File: config.mk
export PLATFORM = sky130hd
export DESIGN_NAME = uehc_ep_ctrl
export DESIGN_NICKNAME = d
export VERILOG_FILES = /design/src/hw/uehc_pkg.sv /design/src/hw/uehc_stream_if.sv /design/src/hw/uehc_pair_buf.sv /design/src/hw/uehc_ep_ctrl.sv
export SDC_FILE = /design/constraint.sdc
export NUM_CORES = 1
export LEC_CHECK = 0
export ABC_AREA = 1
export BUFFER_PORTS_ARGS = -buffer_cell sky130_fd_sc_hd__clkbuf_2
export CAP_MARGIN = 20
export CORE_UTILIZATION = 50
export DETAILED_ROUTE_END_ITERATION = 10
export PLACE_DENSITY = 0.82
export RECOVER_POWER = 50
export SYNTH_ARGS = -nofsm -noshare
export SYNTH_HDL_FRONTEND = slang
export SYNTH_SLANG_ARGS = --single-unit
File: constraint.sdc
create_clock -name i_sys_clk -period 2.9 [get_ports i_sys_clk]
set_clock_uncertainty 0.1 [all_clocks]
set_input_delay 0.29 -clock i_sys_clk [delete_from_list [all_inputs] [get_ports i_sys_clk]]
set_output_delay 0.29 -clock i_sys_clk [all_outputs]
set_load 0.005 [all_outputs]
File: src/hw/uehc_pkg.sv
// constants of the endpoint 1/2 length and handshake control block
// assumes a 32-bit register port with byte addresses in word steps
package uehc_pkg;
  localparam logic [7:0]  ADDR_EP1_BUF   = 8'h00;
  localparam logic [7:0]  ADDR_EP2_BUF   = 8'h04;
  localparam logic [7:0]  ADDR_EP1_CTRL  = 8'h08;
  localparam logic [7:0]  ADDR_EP2_CTRL  = 8'h0c;
  localparam int          CTRL_LSB       = 16;
  localparam int          OUT_TOG_BIT    = 7;
  localparam int          IN_TOG_BIT     = 6;
  localparam int          AUTO_TOG_BIT   = 4;
  localparam int          OUT_SEL_LSB    = 2;
  localparam int          IN_SEL_LSB     = 0;
  localparam logic [15:0] CTRL_WR_MASK   = 16'h00df;
  localparam int          LEN_BITS       = 7;
  localparam int          BUF_ADDR_BITS  = 15;
  localparam logic [15:0] CTRL_RESET     = 16'h0000;
  localparam logic [15:0] LEN_RESET      = 16'h0000;
  localparam logic [14:0] BUF_RESET      = 15'h0000;
  typedef enum logic [1:0] {
    UEHC_HS_ACK, UEHC_HS_NYET, UEHC_HS_NAK, UEHC_HS_STALL
  } uehc_hs_t;
endpackage

File: src/hw/uehc_stream_if.sv
// byte stream between the fetch engine and the two-entry buffer
// assumes producer and consumer share one clock
`timescale 1ns/1ps
`default_nettype none
interface uehc_stream_if #(parameter int W = 8);
  logic         valid;
  logic         ready;
  logic [W-1:0] data;
  logic         last;
  modport src (output valid, output data, output last, input ready);
  modport snk (input valid, input data, input last, output ready);
endinterface
`default_nettype wire

File: src/hw/uehc_pair_buf.sv
// two-entry buffer: output register plus skid register
// assumes one clock; outputs come straight from flip-flops
`timescale 1ns/1ps
`default_nettype none
module uehc_pair_buf #(
  parameter int W = 8
) (
  input  wire logic  i_sys_clk,
  input  wire logic  i_nrst,
  uehc_stream_if.snk s_in,
  uehc_stream_if.src s_out
);
  logic [W:0] skid;
  logic       skid_valid;
  logic       out_valid;
  logic [W:0] out_word;

  assign s_in.ready  = ~skid_valid;
  assign s_out.valid = out_valid;
  assign s_out.data  = out_word[W-1:0];
  assign s_out.last  = out_word[W];

  // skid catches the word taken while the receiver stalls, so none is lost
  always_ff @(posedge i_sys_clk or negedge i_nrst) begin
    if (!i_nrst) begin
      out_valid  <= 1'b0;
      out_word   <= '0;
      skid_valid <= 1'b0;
      skid       <= '0;
    end else if (s_out.ready || !out_valid) begin
      if (skid_valid) begin
        out_valid  <= 1'b1;
        out_word   <= skid;
        skid_valid <= 1'b0;
      end else begin
        out_valid <= s_in.valid;
        out_word  <= {s_in.last, s_in.data};
      end
    end else if (s_in.valid && !skid_valid) begin
      skid       <= {s_in.last, s_in.data};
      skid_valid <= 1'b1;
    end
  end
endmodule
`default_nettype wire

File: src/hw/uehc_ep_ctrl.sv
// endpoint 1/2 transmit length, data toggle and handshake control
// assumes serial engine and buffer memory on i_sys_clk; memory answers reads with i_mem_rvalid
//
// The address-and-strobe port and the placing of the registers were chosen for this implementation.
`timescale 1ns/1ps
`default_nettype none
module uehc_ep_ctrl #(
  parameter int LEN_W = uehc_pkg::LEN_BITS
) (
  input  wire logic        i_sys_clk,
  input  wire logic        i_nrst,
  input  wire logic [7:0]  i_reg_addr,
  input  wire logic [31:0] i_reg_wdata,
  input  wire logic        i_reg_wr,
  input  wire logic        i_reg_rd,
  output logic      [31:0] o_reg_rdata,
  input  wire logic        i_tok_valid,
  input  wire logic        i_tok_ep2,
  input  wire logic        i_tok_in,
  input  wire logic        i_tok_iso,
  output logic             o_ans_valid,
  output logic             o_ans_handshake,
  output logic      [1:0]  o_ans_code,
  output logic             o_ans_check_toggle,
  output logic             o_ans_toggle,
  output logic             o_ans_data,
  output logic      [6:0]  o_ans_len,
  input  wire logic        i_xfer_ok,
  input  wire logic        i_xfer_ep2,
  input  wire logic        i_xfer_in,
  output logic             o_mem_rd,
  output logic      [14:0] o_mem_addr,
  input  wire logic [31:0] i_mem_rdata,
  input  wire logic        i_mem_rvalid,
  output logic             o_tx_valid,
  output logic      [7:0]  o_tx_data,
  output logic             o_tx_last,
  input  wire logic        i_tx_ready,
  output logic             o_busy
);
  if (LEN_W < 1 || LEN_W > 16) begin : g_bad_len
    $error("LEN_W must lie in 1..16");
  end

  ////////////////////////////////////////////////////////////////////////////
  // registers
  logic [15:0] ctrl [2];
  logic [15:0] len  [2];
  logic [14:0] buf_start [2];

  function automatic logic [15:0] next_ctrl_of(input logic [15:0] cur, input logic wr,
                                               input logic [31:0] wd, input logic flip,
                                               input logic flip_in);
    logic [15:0] v;
    v = wr ? (wd[31:16] & uehc_pkg::CTRL_WR_MASK) : cur;
    // a hardware flip lands on top of a same-cycle write, but is dropped when the written value clears the auto-toggle bit
    if (flip && v[uehc_pkg::AUTO_TOG_BIT]) begin
      if (flip_in) begin
        v[uehc_pkg::IN_TOG_BIT] = ~v[uehc_pkg::IN_TOG_BIT];
      end else begin
        v[uehc_pkg::OUT_TOG_BIT] = ~v[uehc_pkg::OUT_TOG_BIT];
      end
    end
    return v;
  endfunction

  function automatic logic [15:0] len_mask();
    logic [15:0] m;
    m = '0;
    m[LEN_W-1:0] = '1;
    return m;
  endfunction

  logic wr_ctrl1;
  logic wr_ctrl2;
  assign wr_ctrl1 = i_reg_wr && (i_reg_addr == uehc_pkg::ADDR_EP1_CTRL);
  assign wr_ctrl2 = i_reg_wr && (i_reg_addr == uehc_pkg::ADDR_EP2_CTRL);

  always_ff @(posedge i_sys_clk or negedge i_nrst) begin
    if (!i_nrst) begin
      ctrl[0] <= uehc_pkg::CTRL_RESET;
      ctrl[1] <= uehc_pkg::CTRL_RESET;
      len[0]  <= uehc_pkg::LEN_RESET;
      len[1]  <= uehc_pkg::LEN_RESET;
    end else begin
      ctrl[0] <= next_ctrl_of(ctrl[0], wr_ctrl1, i_reg_wdata, i_xfer_ok && !i_xfer_ep2, i_xfer_in);
      ctrl[1] <= next_ctrl_of(ctrl[1], wr_ctrl2, i_reg_wdata, i_xfer_ok && i_xfer_ep2, i_xfer_in);
      if (wr_ctrl1) begin
        len[0] <= i_reg_wdata[15:0] & len_mask();
      end
      if (wr_ctrl2) begin
        len[1] <= i_reg_wdata[15:0] & len_mask();
      end
    end
  end

  always_ff @(posedge i_sys_clk or negedge i_nrst) begin
    if (!i_nrst) begin
      buf_start[0] <= uehc_pkg::BUF_RESET;
      buf_start[1] <= uehc_pkg::BUF_RESET;
    end else if (i_reg_wr && i_reg_addr == uehc_pkg::ADDR_EP1_BUF) begin
      buf_start[0] <= i_reg_wdata[14:0];
    end else if (i_reg_wr && i_reg_addr == uehc_pkg::ADDR_EP2_BUF) begin
      buf_start[1] <= i_reg_wdata[14:0];
    end
  end

  always_ff @(posedge i_sys_clk or negedge i_nrst) begin
    if (!i_nrst) begin
      o_reg_rdata <= '0;
    end else if (i_reg_rd) begin
      unique case (i_reg_addr)
        uehc_pkg::ADDR_EP1_BUF:  o_reg_rdata <= {17'h00000, buf_start[0]};
        uehc_pkg::ADDR_EP2_BUF:  o_reg_rdata <= {17'h00000, buf_start[1]};
        uehc_pkg::ADDR_EP1_CTRL: o_reg_rdata <= {ctrl[0], len[0]};
        uehc_pkg::ADDR_EP2_CTRL: o_reg_rdata <= {ctrl[1], len[1]};
        default:                 o_reg_rdata <= '0;
      endcase
    end else begin
      o_reg_rdata <= '0;
    end
  end

  ////////////////////////////////////////////////////////////////////////////
  // token answer
  typedef enum logic [1:0] {UEHC_IDLE, UEHC_FETCH, UEHC_WAIT, UEHC_PUSH} uehc_state_t;
  uehc_state_t state;

  logic [15:0] tok_ctrl;
  logic [1:0]  tok_sel;
  logic        tok_send;
  logic        tok_take;
  assign tok_ctrl = ctrl[i_tok_ep2];
  assign tok_sel  = i_tok_in ? tok_ctrl[uehc_pkg::IN_SEL_LSB +: 2] : tok_ctrl[uehc_pkg::OUT_SEL_LSB +: 2];
  // o_busy low implies idle; gating on it keeps the refusal window equal to what o_busy shows
  assign tok_take = i_tok_valid && !o_busy;
  // IN data goes out on ACK/NYET selections, always for isochronous
  assign tok_send = i_tok_in && (i_tok_iso || !tok_sel[1]);

  always_ff @(posedge i_sys_clk or negedge i_nrst) begin
    if (!i_nrst) begin
      o_ans_valid        <= 1'b0;
      o_ans_handshake    <= 1'b0;
      o_ans_code         <= '0;
      o_ans_check_toggle <= 1'b0;
      o_ans_toggle       <= 1'b0;
      o_ans_data         <= 1'b0;
      o_ans_len          <= '0;
    end else begin
      o_ans_valid <= tok_take;
      if (tok_take) begin
        o_ans_handshake    <= !i_tok_iso;
        o_ans_code         <= tok_sel;
        o_ans_check_toggle <= !i_tok_in && !i_tok_iso;
        o_ans_toggle       <= i_tok_in ? tok_ctrl[uehc_pkg::IN_TOG_BIT] : tok_ctrl[uehc_pkg::OUT_TOG_BIT];
        o_ans_data         <= tok_send;
        o_ans_len          <= tok_send ? 7'(len[i_tok_ep2]) : 7'h00;
      end
    end
  end

  ////////////////////////////////////////////////////////////////////////////
  // IN data fetch
  uehc_stream_if #(.W(8)) fill_if ();
  uehc_stream_if #(.W(8)) drain_if ();

  logic [LEN_W-1:0] left;
  logic [12:0]      word_idx;
  logic [1:0]       byte_sel;
  logic [31:0]      word;
  logic             cur_ep2;
  logic             push;

  function automatic logic [7:0] byte_of(input logic [31:0] w, input logic [1:0] s);
    return w[8*s +: 8];
  endfunction

  assign fill_if.valid = (state == UEHC_PUSH);
  assign fill_if.data  = byte_of(word, byte_sel);
  assign fill_if.last  = (left == LEN_W'(1));
  assign push          = fill_if.valid && fill_if.ready;

  always_ff @(posedge i_sys_clk or negedge i_nrst) begin
    if (!i_nrst) begin
      state    <= UEHC_IDLE;
      left     <= '0;
      word_idx <= '0;
      byte_sel <= '0;
      word     <= '0;
      cur_ep2  <= 1'b0;
    end else begin
      unique case (state)
        UEHC_IDLE: begin
          if (tok_take && tok_send && len[i_tok_ep2][LEN_W-1:0] != '0) begin
            left     <= len[i_tok_ep2][LEN_W-1:0];
            word_idx <= '0;
            byte_sel <= '0;
            cur_ep2  <= i_tok_ep2;
            state    <= UEHC_FETCH;
          end
        end
        UEHC_FETCH: state <= UEHC_WAIT;
        UEHC_WAIT: begin
          if (i_mem_rvalid) begin
            word  <= i_mem_rdata;
            state <= UEHC_PUSH;
          end
        end
        UEHC_PUSH: begin
          if (push) begin
            left     <= left - LEN_W'(1);
            byte_sel <= byte_sel + 2'h1;
            if (left == LEN_W'(1)) begin
              state <= UEHC_IDLE;
            end else if (byte_sel == 2'h3) begin
              word_idx <= word_idx + 13'h0001;
              state    <= UEHC_FETCH;
            end
          end
        end
      endcase
    end
  end

  always_ff @(posedge i_sys_clk or negedge i_nrst) begin
    if (!i_nrst) begin
      o_mem_rd   <= 1'b0;
      o_mem_addr <= '0;
    end else begin
      o_mem_rd <= (state == UEHC_FETCH);
      if (state == UEHC_FETCH) begin
        // low two start bits dropped: software keeps the start word aligned
        o_mem_addr <= {buf_start[cur_ep2][14:2] + word_idx, 2'h0};
      end
    end
  end

  always_ff @(posedge i_sys_clk or negedge i_nrst) begin
    if (!i_nrst) begin
      o_busy <= 1'b0;
    end else begin
      o_busy <= (state != UEHC_IDLE) || (tok_take && tok_send && len[i_tok_ep2][LEN_W-1:0] != '0);
    end
  end

  uehc_pair_buf #(.W(8)) u_buf (
    .i_sys_clk (i_sys_clk),
    .i_nrst    (i_nrst),
    .s_in      (fill_if.snk),
    .s_out     (drain_if.src)
  );

  assign drain_if.ready = i_tx_ready;
  assign o_tx_valid     = drain_if.valid;
  assign o_tx_data      = drain_if.data;
  assign o_tx_last      = drain_if.last;
endmodule
`default_nettype wire

== Word level (Yosys, flattened, before mapping) ==
Cells that the tools add are included.

* Equal/unequal tests: 14
* Bitwise logic cells: 9
* Muxes and demuxes: 43
* Shifts and indexed selects: 1
* Add/subtract/negate cells: 4
* Order comparisons: 2
* Reductions and logical operators: 38

{| class="wikitable"
|+ Operators by type and width
! cell !! number
|-
| $pmux 24 s4 || 1
|-
| $mux 13 || 4
|-
| $mux 15 || 3
|-
| $mux 7 || 6
|-
| $mux 8 || 5
|-
| $mux 32 || 1
|-
| $shiftx 32x6->8 || 1
|-
| $pmux 13 s2 || 1
|-
| $mux 2 || 10
|-
| $eq 8x4->1 const B || 2
|-
| $logic_and 1x1->1 || 15
|-
| $pmux 7 s2 || 1
|-
| $add 13x1->13 const B || 1
|-
| $add 13x13->13 || 1
|-
| $mux 9 || 1
|-
| $eq 8x3->1 const B || 1
|-
| $logic_not 8->1 || 1
|-
| $mux 1 || 8
|-
| $pmux 2 s4 || 1
|-
| $reduce_and 2->1 || 4
|-
| $eq 7x1->1 const B || 1
|-
| $logic_not 1->1 || 7
|-
| $not 1->1 || 7
|-
| $reduce_bool 7->1 || 1
|-
| other kinds (16) || 27
|}

* Bits of input ports: 85
* Output and inout port bits: 73
* Flip-flop bits (word level): 196
* Word-level logic and storage cells: 140

== Depth between registers and ports, before layout ==
Gate-level depths: netlist of the first run.

* Depth in word-level cells: 12
* Gate-level depth with buffers: 14
* Depth with buffers taken out: 12

== Cells and area by module ==
A second synthesis of the first run with hierarchy kept.

* Cell total of the unflattened synthesis: 1125
* Area, all modules: 9365.2 µm²

{| class="wikitable"
|+ Modules (own cells, without submodules)
! module !! cells an instance !! area an instance (µm²) !! sequential area each (µm²) !! times used
|-
| uehc_ep_ctrl || 1009 || 8425.6 || 4154.0 || 1
|-
| uehc_pair_buf || 116 || 939.7 || 500.5 || 1
|}

== Worst setup path after synthesis of the first run ==
OpenSTA, ideal clock, no wires.

* Kind: reg2reg
* Start: register cur_ep2
* End: register o_mem_addr[10]
* Buffers on the path: 2
* Arrival time: 2.199 ns
* Data required time: 2.682 ns
* Path slack: 0.483 ns
* Clock period less this slack: 2.417 ns
* Setup time: 0.118 ns
* Cell stages (with the launch flop): 13
* Path through: dfrtp_1 > buf_2 > clkinv_1 > clkbuf_1 > nand2_1 > nand2_1 > ha_1 > fa_1 > nand2_1 > o21ai_0 > a211o_1 > nand3_1 > nand2_1

* Longest elaborated chain between the ends: 5

{| class="wikitable"
|+ RTL lines
! element !! line !! source
|-
| from (decl) || uehc_ep_ctrl.sv:171 || <nowiki>logic cur_ep2;</nowiki>
|-
| from (signal assigned) || uehc_ep_ctrl.sv:198 || <nowiki>cur_ep2 <= i_tok_ep2;</nowiki>
|-
| $not 1->2 (not written as such) || uehc_ep_ctrl.sv:233 || <nowiki>o_mem_addr <= {buf_start[cur_ep2][14:2] + word_idx, 2'h0};</nowiki>
|-
| $mux 15 (not written as such) (3 in a row) || uehc_ep_ctrl.sv:233 ||
|-
| $add 13x13->13 || uehc_ep_ctrl.sv:233 ||
|-
| to (signal assigned) || uehc_ep_ctrl.sv:233 ||
|-
| to (decl) || uehc_ep_ctrl.sv:32 || <nowiki>output logic [14:0] o_mem_addr,</nowiki>
|}

Every way passes these cells. The select of a mux whose other input is x is not followed.
A chain may end at the register's enable or synchronous reset.

== Worst setup path after layout of the first run ==
* Start: register cur_ep2
* End: register o_mem_addr[9]

Same word-level chain as after synthesis.

==> flow_results.org, run 1 <==
** Detailed routing
- After the first detailed-routing iteration, the DRC count stood at 524.
- Number of nets still failing antenna checks after routing :: 0
- In the routed design, unresolved DRC markers number 6.
- After detailed routing, the average wire length per cell comes to 14.7 um.
- Average via count per standard cell :: about 5.3
- Total via count in the routed design :: a little over 8000
- First-pass iteration count of the detailed router :: 10
- The final layout contains routed wiring with a total length of around 23 mm.

** Floorplanning
- Horizontal die dimension :: around 140 um
- During I/O placement, the number of pins put on the boundary was 158.
- The total area inside the core boundary comes to ~18000 sq um.
- Site row count :: 49
- Die footprint :: slightly below 20000 sq um
- Die outline height :: 139 um
- Once the floorplan was initialized, standard cells occupied between 50% and 60% of the core.

** Timing
- Number of max-slew violations in the final report :: 0
- Of the available clock period, the critical path in the final layout requires a little under 90%.
- Final Hold Violating Endpoints :: 0
- At the pin with the least slew margin, the transition time is around 1.4 ns.
- Setup repair after global routing left no endpoint under its margin.
- Worst-case headroom to the max-slew limit :: 7.19%
- The clock period could shrink to 2.53 ns.
- Worst-case hold slack :: between 0.006 and 0.007 ns
- Setup violations remaining at the end of the flow were counted as 0.
- Achievable clock frequency :: just under 400 MHz
- Final total negative setup slack :: 0 ns

** Synthesis
- Post-synthesis sequential area ratio :: roughly half
- A synthesized cell averages 8.31 sq um.
- After synthesis the netlist holds a flip-flop and latch count of 186.
- Netlist cell types :: between 40 and 50
- In the synthesized netlist, the number of instances is 1129.
- Post-synth top flop :: sky130_fd_sc_hd__dfrtp_1
- For this run, the number of Yosys warnings is 0.
- Yosys mapped a number of flops with a built-in enable equal to 0.
- Proportion of netlist area held by the largest area contributor :: approximately half
- Share of synthesized registers carrying an async set or reset :: 100%
- The mapped netlist covers around 9400 sq um.
- Cell type contributing the most total cell area after synthesis :: sky130_fd_sc_hd__dfrtp_1
- Cells taking the most area after synthesis :: sky130_fd_sc_hd__dfrtp_1 50%, sky130_fd_sc_hd__nand2_1 14%, sky130_fd_sc_hd__o21ai_0 5.9%

** Placed design
- In this run the cell area measured after placement is a little over 10000 sq um.
- Number of input and output port buffers inserted :: ~140
- The congestion estimate from routability-driven global placement came to approximately 0.9.
- Detailed placement ended at an HPWL of around 16 mm.

** Power
- Peak ir drop on the vdd network :: a little over 0.0005 V
- Leakage power :: between 5 and 6 nW
- Total chip power :: 0.00857 W
- Power spread over the standard cell area amounts to 772 nW/um^2.

** CTS
- The clock passes through at most 2 buffers.
- Clock buffer count from CTS :: 17
- Setup bufs post-CTS :: 0
- Clock tree root driver cell :: sky130_fd_sc_hd__clkbuf_16
- Post-cts gate resize count :: 0
- The tree built by TritonCTS fans out to around 190 sinks.
- Clock transition at the register clock pins on the worst setup and hold paths after CTS :: 0.07 ns
- Cts hold-fix bufs :: 35
- CTS tree :: built
- H-Tree Level Count :: 4
- The later pin in the worst-skew pair is clocked with a latency of roughly 0.44 ns.

** GRT
- Summed over all layers, the global routing overflow is 0.
- The first global-routing pass estimated 37.8 mm of wire.
- GRT Overall Usage :: 24.6%
- Via count of the first global-routing pass :: approximately 7800
- The number of antenna violations at the first check in global routing was 0.
- Pin count of the biggest net entering global routing :: 75

** Hold path
- The worst hold path belongs to the class input port to flop.

** Worst setup path
- Slowest-stage cell, CP :: sky130_fd_sc_hd__dfrtp_1
- Cells along the critical path :: clkinv_1, o21ai_0, ha_1, a21oi_1, nand2_1, a21boi_0, o21ai_0, xor2_1, nand2_1, nand2_1
- Along the worst path, the maximum fanout reaches 11.
- Longest individual stage delay on the worst path :: around 0.36 ns
- Worst path most repeated cell :: sky130_fd_sc_hd__nand2_1
- The worst setup path is captured at a flop.
- Arrival time reported for the critical path endpoint :: approximately 2.8 ns
- Worst Setup Start Kind :: flop
- STA puts the critical path data required time at 3.13 ns.
- Kind of critical path :: flop to flop

** Finish
- Final core area utilization :: 61.2%
- Once layout is done, the placed cells without fillers occupy 11100 sq um.
- Leaving out fill and tap cells, the most frequent cell in the layout is sky130_fd_sc_hd__nand2_1.
- Commonest cells after routing, fill and taps aside :: 356 x sky130_fd_sc_hd__nand2_1, 186 x sky130_fd_sc_hd__dfrtp_1, 110 x sky130_fd_sc_hd__o21ai_0
- Area grow syn2layout :: 18.4%
- In the final design database the tool counted 1401 nets.
- The repair_antennas step left the layout with diodes totalling 0.
- Number of fill cells in the layout :: ~1600
- Layout cells sized above 1 :: 15.8%

** Flow run
- The tool flagged a number of max-cap violations equal to 0.

** Run status
- Status :: finished, violations left
- The checks that failed: design-rule violations.
==> cell families (layout without fill, tap and decap cells) <==
group                      after synthesis  after routing  synth area share (%)
other                                    1             12                0.0400
AOI/OAI and AO/OA                      197            197                  11.4
xor gates and xnor gates                 9              9                 0.840
adders and majority gates               22             22                  3.01
muxes                                   33             33                  3.95
and+or+nand+nor                        530            530                  24.0
buffers and inverters                  151            318                  7.19
DFF                                    186            186                  49.6
==> cell usage after synthesis, drive strengths merged, types with 2 or more instances <==
| master | n |
|---|---|
| or2 | 2 |
| a32o | 4 |
| nor2 | 64 |
| nand4 | 29 |
| nand2 | 365 |
| dfrtp | 186 |
| buf | 30 |
| o21bai | 2 |
| ha | 21 |
| clkinv | 6 |
| o21ai | 114 |
| xor2 | 8 |
| clkbuf | 24 |
| nor3b | 3 |
| a22oi | 2 |
| o22ai | 4 |
| a21oi | 57 |
| o21a | 7 |
| nor3 | 11 |
| a31oi | 4 |
| nand3 | 55 |
| mux2 | 32 |
| inv | 91 |
==> path summary, 6_finish.rpt <==
kind                                     start                           end  slack [ns]  cells after the start
max in group asynchronous               i_nrst  u_buf.skid_valid$_DFFE_PN0P_        0.51                      3
max reg2reg                cur_ep2$_DFFE_PN0P_     o_mem_addr[9]$_DFFE_PN0P_        0.37                     10
max                        cur_ep2$_DFFE_PN0P_     o_mem_addr[9]$_DFFE_PN0P_        0.37                     10
min in group asynchronous               i_nrst     o_reg_rdata[12]$_DFF_PN0_        0.61                      2
min                            i_reg_wdata[12]     buf_start[27]$_DFFE_PN0P_       0.006                      3
min reg2reg                left[1]$_DFFE_PN0P_           left[1]$_DFFE_PN0P_        0.37                      2
==> final cells by class <==
cell class	count	area (sq um)	area share [%]
multi-input combinational	803	4080	36.7
clock inverter	14	154	1.39
clock buffer	18	439	3.95
inverter	97	364	3.28
sequential	186	4650	41.9
tap	229	287	2.58
timing repair buffer	189	1140	10.2
==> per-layer routing <==
metal / share of wire [%] / vias to the layer above / GRT usage [%]
li1: - / 3994 / -
met1: 44 / 3906 / 32.4
met2: 49 / 229 / 40.0
met3: 4.9 / 39 / 4.87
met4: 2.3 / 0 / 9.65
met5: 0 / - / 0
==> worst max-delay path, delay by kind of cell (launching register included) <==
| family | cells | cell delay, ns |
|---|---|---|
| AOI/OAI and AO/OA | 4 | 0.97 |
| xor gates and xnor gates | 1 | 0.16 |
| adders and majority gates | 1 | 0.34 |
| buffers and inverters | 1 | 0.25 |
| DFF | 1 | 0.36 |
| and+or+nand+nor | 3 | 0.24 |
==> registers in the layout (all words and copies together) (netlist names), 2 cells and up <==
register        cells
left                7
ctrl               14
o_reg_rdata        22
u_buf.out_word      9
buf_start          30
word               32
word_idx           13
u_buf.skid          9
len                14
byte_sel            2
o_ans_len           7
o_mem_addr         13
state               2
o_ans_code          2
==> per-stage QoR <==
step | instances | setup WS (ns)
final | 1536 | 0.366
after global routing | 1536 | 0.0868
after CTS | 1536 | 0.386
after detailed placement | 1469 | 0.402
after global placement | 1469 | 0.456
after floorplan | 1140 | 0.483
==> report_power, final <==
part	switching [W]	internal (W)
registers	0.000399	0.00323
clock network	0.00110	0.00124
logic	0.00156	0.00104
total	0.00306	0.00551
Note: power is estimated with default switching activity, not from simulation.
==> run 2: changes to the inputs <==
==> constraint.sdc (replaced) <==
create_clock -name i_sys_clk -period 2.9 [get_ports i_sys_clk]
set_clock_uncertainty 0.1 [all_clocks]
set_input_delay 0.29 -clock i_sys_clk [delete_from_list [all_inputs] [get_ports i_sys_clk]]
set_output_delay 0.29 -clock i_sys_clk [all_outputs]
set_load 0.05 [all_outputs]
==> flow_results.org, run 2 (synthesized netlist as in run 1, its figures left out) <==
** Floorplanning
- Std-Cell Core Area :: approximately 18000 sq um
- The initial utilization of the core area, before any placement, comes to 51.7%.
- Measured along the y axis, the die boundary spans 139 um.
- Pin placement for this block handled around 160 I/O pins.
- After floorplanning, the core was divided into roughly 50 placement rows.
- The die covers roughly 19000 sq um.
- From left edge to right edge, the die measures between 100 and 150 um.

** Timing
- Final total negative setup slack :: 0 ns
- Final setup violation count :: 0
- Final Hold Violating Endpoints :: 0
- Actual slew at the worst max-slew pin :: roughly 1.4 ns
- Timing would allow up to ~400 MHz.
- Setup repair after global routing left no endpoint under its margin.
- The number of slew-limit violations in the final report is 0.
- Final critical-path share of the clock period :: 87.2%
- Final critical delay including setup and external delays :: about 2.5 ns
- Worst-case headroom to the max-slew limit :: under 10%

** CTS
- Clock-pin slew was measured on the worst setup and hold paths at 0.07 ns.
- After clock tree synthesis, the repair step resized 0 gates.
- Worst skew pair latency :: ~0.44 ns
- CTS tree :: built
- H-Tree Level Count :: 4
- The tree is rooted in a sky130_fd_sc_hd__clkbuf_16.
- Clock buffer count from CTS :: 17
- In this run the deepest clock path goes through 2 buffers.
- Number of sinks handled by clock tree synthesis :: roughly 190

** GRT
- In the global route stage, met2 resource usage came out at 40.0%.
- For this run the aggregate overflow at the end of global routing stands at 0.
- The first global-routing pass estimated 37.8 mm of wire.
- The number of antenna violations at the first check in global routing is 0.
- Met1 Use GR :: around 32%
- Via count of the first global-routing pass :: just under 8000
- For this run, the total global-route usage over all layers was measured as roughly a quarter.
- Global-route track usage on met3 :: under 10%
- GRT Max-Usage Layer :: met2
- Pin count of the biggest net entering global routing :: 75

** Finish
- From synthesis to final layout, the design area changed by 18.7%.
- Top reg by flops :: word
- Commonest cells after routing, fill and taps aside :: 356 x sky130_fd_sc_hd__nand2_1, 186 x sky130_fd_sc_hd__dfrtp_1, 128 x sky130_fd_sc_hd__clkbuf_2
- Largest register FFs :: 32
- Fill cells in the final layout number approximately 1600.
- The final layout contains ~1400 nets.
- Layout cells sized above 1 :: between 10% and 20%
- 0 antenna diodes ended up in the layout.
- Largest registers in the final layout :: word (32), buf_start (30), o_reg_rdata (22)
- After routing the design area is 11100 sq um.
- Most common cell after layout, fill and taps aside :: sky130_fd_sc_hd__nand2_1

** Power
- Peak ir drop on the vdd network :: 0.000634 V
- In this run the power density over the cells is 840 nW/um^2.
- Leakage power :: 5.57 nW

** Worst setup path
- STA classifies the critical path endpoint as a flop.
- Top delay family on crit path :: compound AO/OA/AOI/OAI gates
- Slowest-stage cell, CP :: sky130_fd_sc_hd__dfrtp_1
- For this run, the slowest stage of the critical path takes roughly 0.36 ns.
- Kind of critical path :: flop to flop
- Crit path buf inv count :: 1
- The critical path goes through clkinv_1, o21ai_0, ha_1, a21oi_1, nand2_1, a21boi_0, o21ai_0, xor2_1, nand2_1, nand2_1.
- Along the worst path, the maximum fanout reaches 11.
- Worst Setup Start Kind :: flop
- Worst path most repeated cell :: sky130_fd_sc_hd__nand2_1
- For the worst setup path, the data arrival time is 2.76 ns.
- At the worst endpoint, the required time is between 3 and 4 ns.

** Flow run
- Max-cap viol count :: 0

** Placed design
- Gp weighted congestion :: just under 0.9
- Total cell area at the placement stage :: 10200 sq um
- Once detailed placement completed, the half-perimeter wirelength came to 15.6 mm.
- Number of input and output port buffers inserted :: around 140

** Detailed routing
- After detailed routing, the total wire length is 22.6 mm.
- Average via count per standard cell :: about 5.3
- After the first detailed-routing iteration, the DRC count stood at 509.
- In this run the remaining antenna-violating nets after routing total 0.
- First-pass iteration count of the detailed router :: 10
- Detailed routing inserted a total of 8183 vias.
- In the routed design, unresolved DRC markers number 5.
- Average routed wire per standard cell :: 14.7 um

** Hold path
- Worst min path class :: input port to flop

** Run status
- Status :: finished, violations left
- The checks that failed: design-rule violations.
run 2: cell counts in the layout (fill, tap and decap cells not counted):
Identical to the previous run, type by type.
run 2: cell type report:
| class | count | area, sq um | share of cell area (%) |
|---|---|---|---|
| clock buffer | 18 | 439 | 3.94 |
| clock inverter | 14 | 154 | 1.38 |
| inverter | 97 | 364 | 3.27 |
| multi-input combinational | 803 | 4080 | 36.6 |
| sequential | 186 | 4650 | 41.8 |
| tap | 229 | 287 | 2.57 |
| timing repair buffer | 189 | 1160 | 10.5 |
run 2: what timing repair did:
item                      4_1_cts  5_1_grt
hold endpoints to repair       89        0
buffers inserted                0        0
hold buffers                   35        0
run 2: metrics by stage:
stage	worst slack [ns]	hold slack [ns]	total power (W)	instances	util, %
5_1_grt	0.0868	0.0127	0.00988	1536	61.4
6_report	0.372	0.00717	0.00935	1536	61.4
3_5_place_dp	0.402	0.185	0.00699	1469	56.5
4_1_cts	0.386	0.000584	0.00936	1536	61.7
3_3_place_gp	0.456	0.187	0.00688	1469	56.5
2_1_floorplan	0.483	-0.106	0.00616	1140	-
run 2: worst reg2reg max path, delay by kind of cell, from the launching register on:
kind / cells / cell delay (ns)
DFF: 1 / 0.36
AOI/OAI and AO/OA: 4 / 0.97
and+or+nand+nor: 3 / 0.24
adders and majority gates: 1 / 0.34
xor gates and xnor gates: 1 / 0.16
buffers and inverters: 1 / 0.25
run 2: final timing paths:
path                       depth (start not counted)  slack (ns)           startpoint                        end
max in group asynchronous                          3        0.49               i_nrst  u_buf.skid[4]$_DFFE_PN0P_
min                                                3       0.007      i_reg_wdata[12]  buf_start[27]$_DFFE_PN0P_
min reg2reg                                        2        0.37  left[1]$_DFFE_PN0P_        left[1]$_DFFE_PN0P_
min in group asynchronous                          2        0.62               i_nrst  o_reg_rdata[12]$_DFF_PN0_
max reg2reg                                       10        0.37  cur_ep2$_DFFE_PN0P_  o_mem_addr[9]$_DFFE_PN0P_
max                                               10        0.37  cur_ep2$_DFFE_PN0P_  o_mem_addr[9]$_DFFE_PN0P_
run 2: where the power goes:
group	leakage (nW)	switching (W)	internal (W)	total, W
Combinational	2.84	0.00232	0.00107	0.00338
Clock	0.290	0.00110	0.00124	0.00235
Sequential	2.44	0.000398	0.00323	0.00362
run 2: layer usage:
layer	share of wire, %	wire length, um	vias up
met5	0	0	-
met4	2.4	548	0
met3	4.7	1070	41
met2	49	11000	236
met1	44	10000	3908
li1	-	-	3998
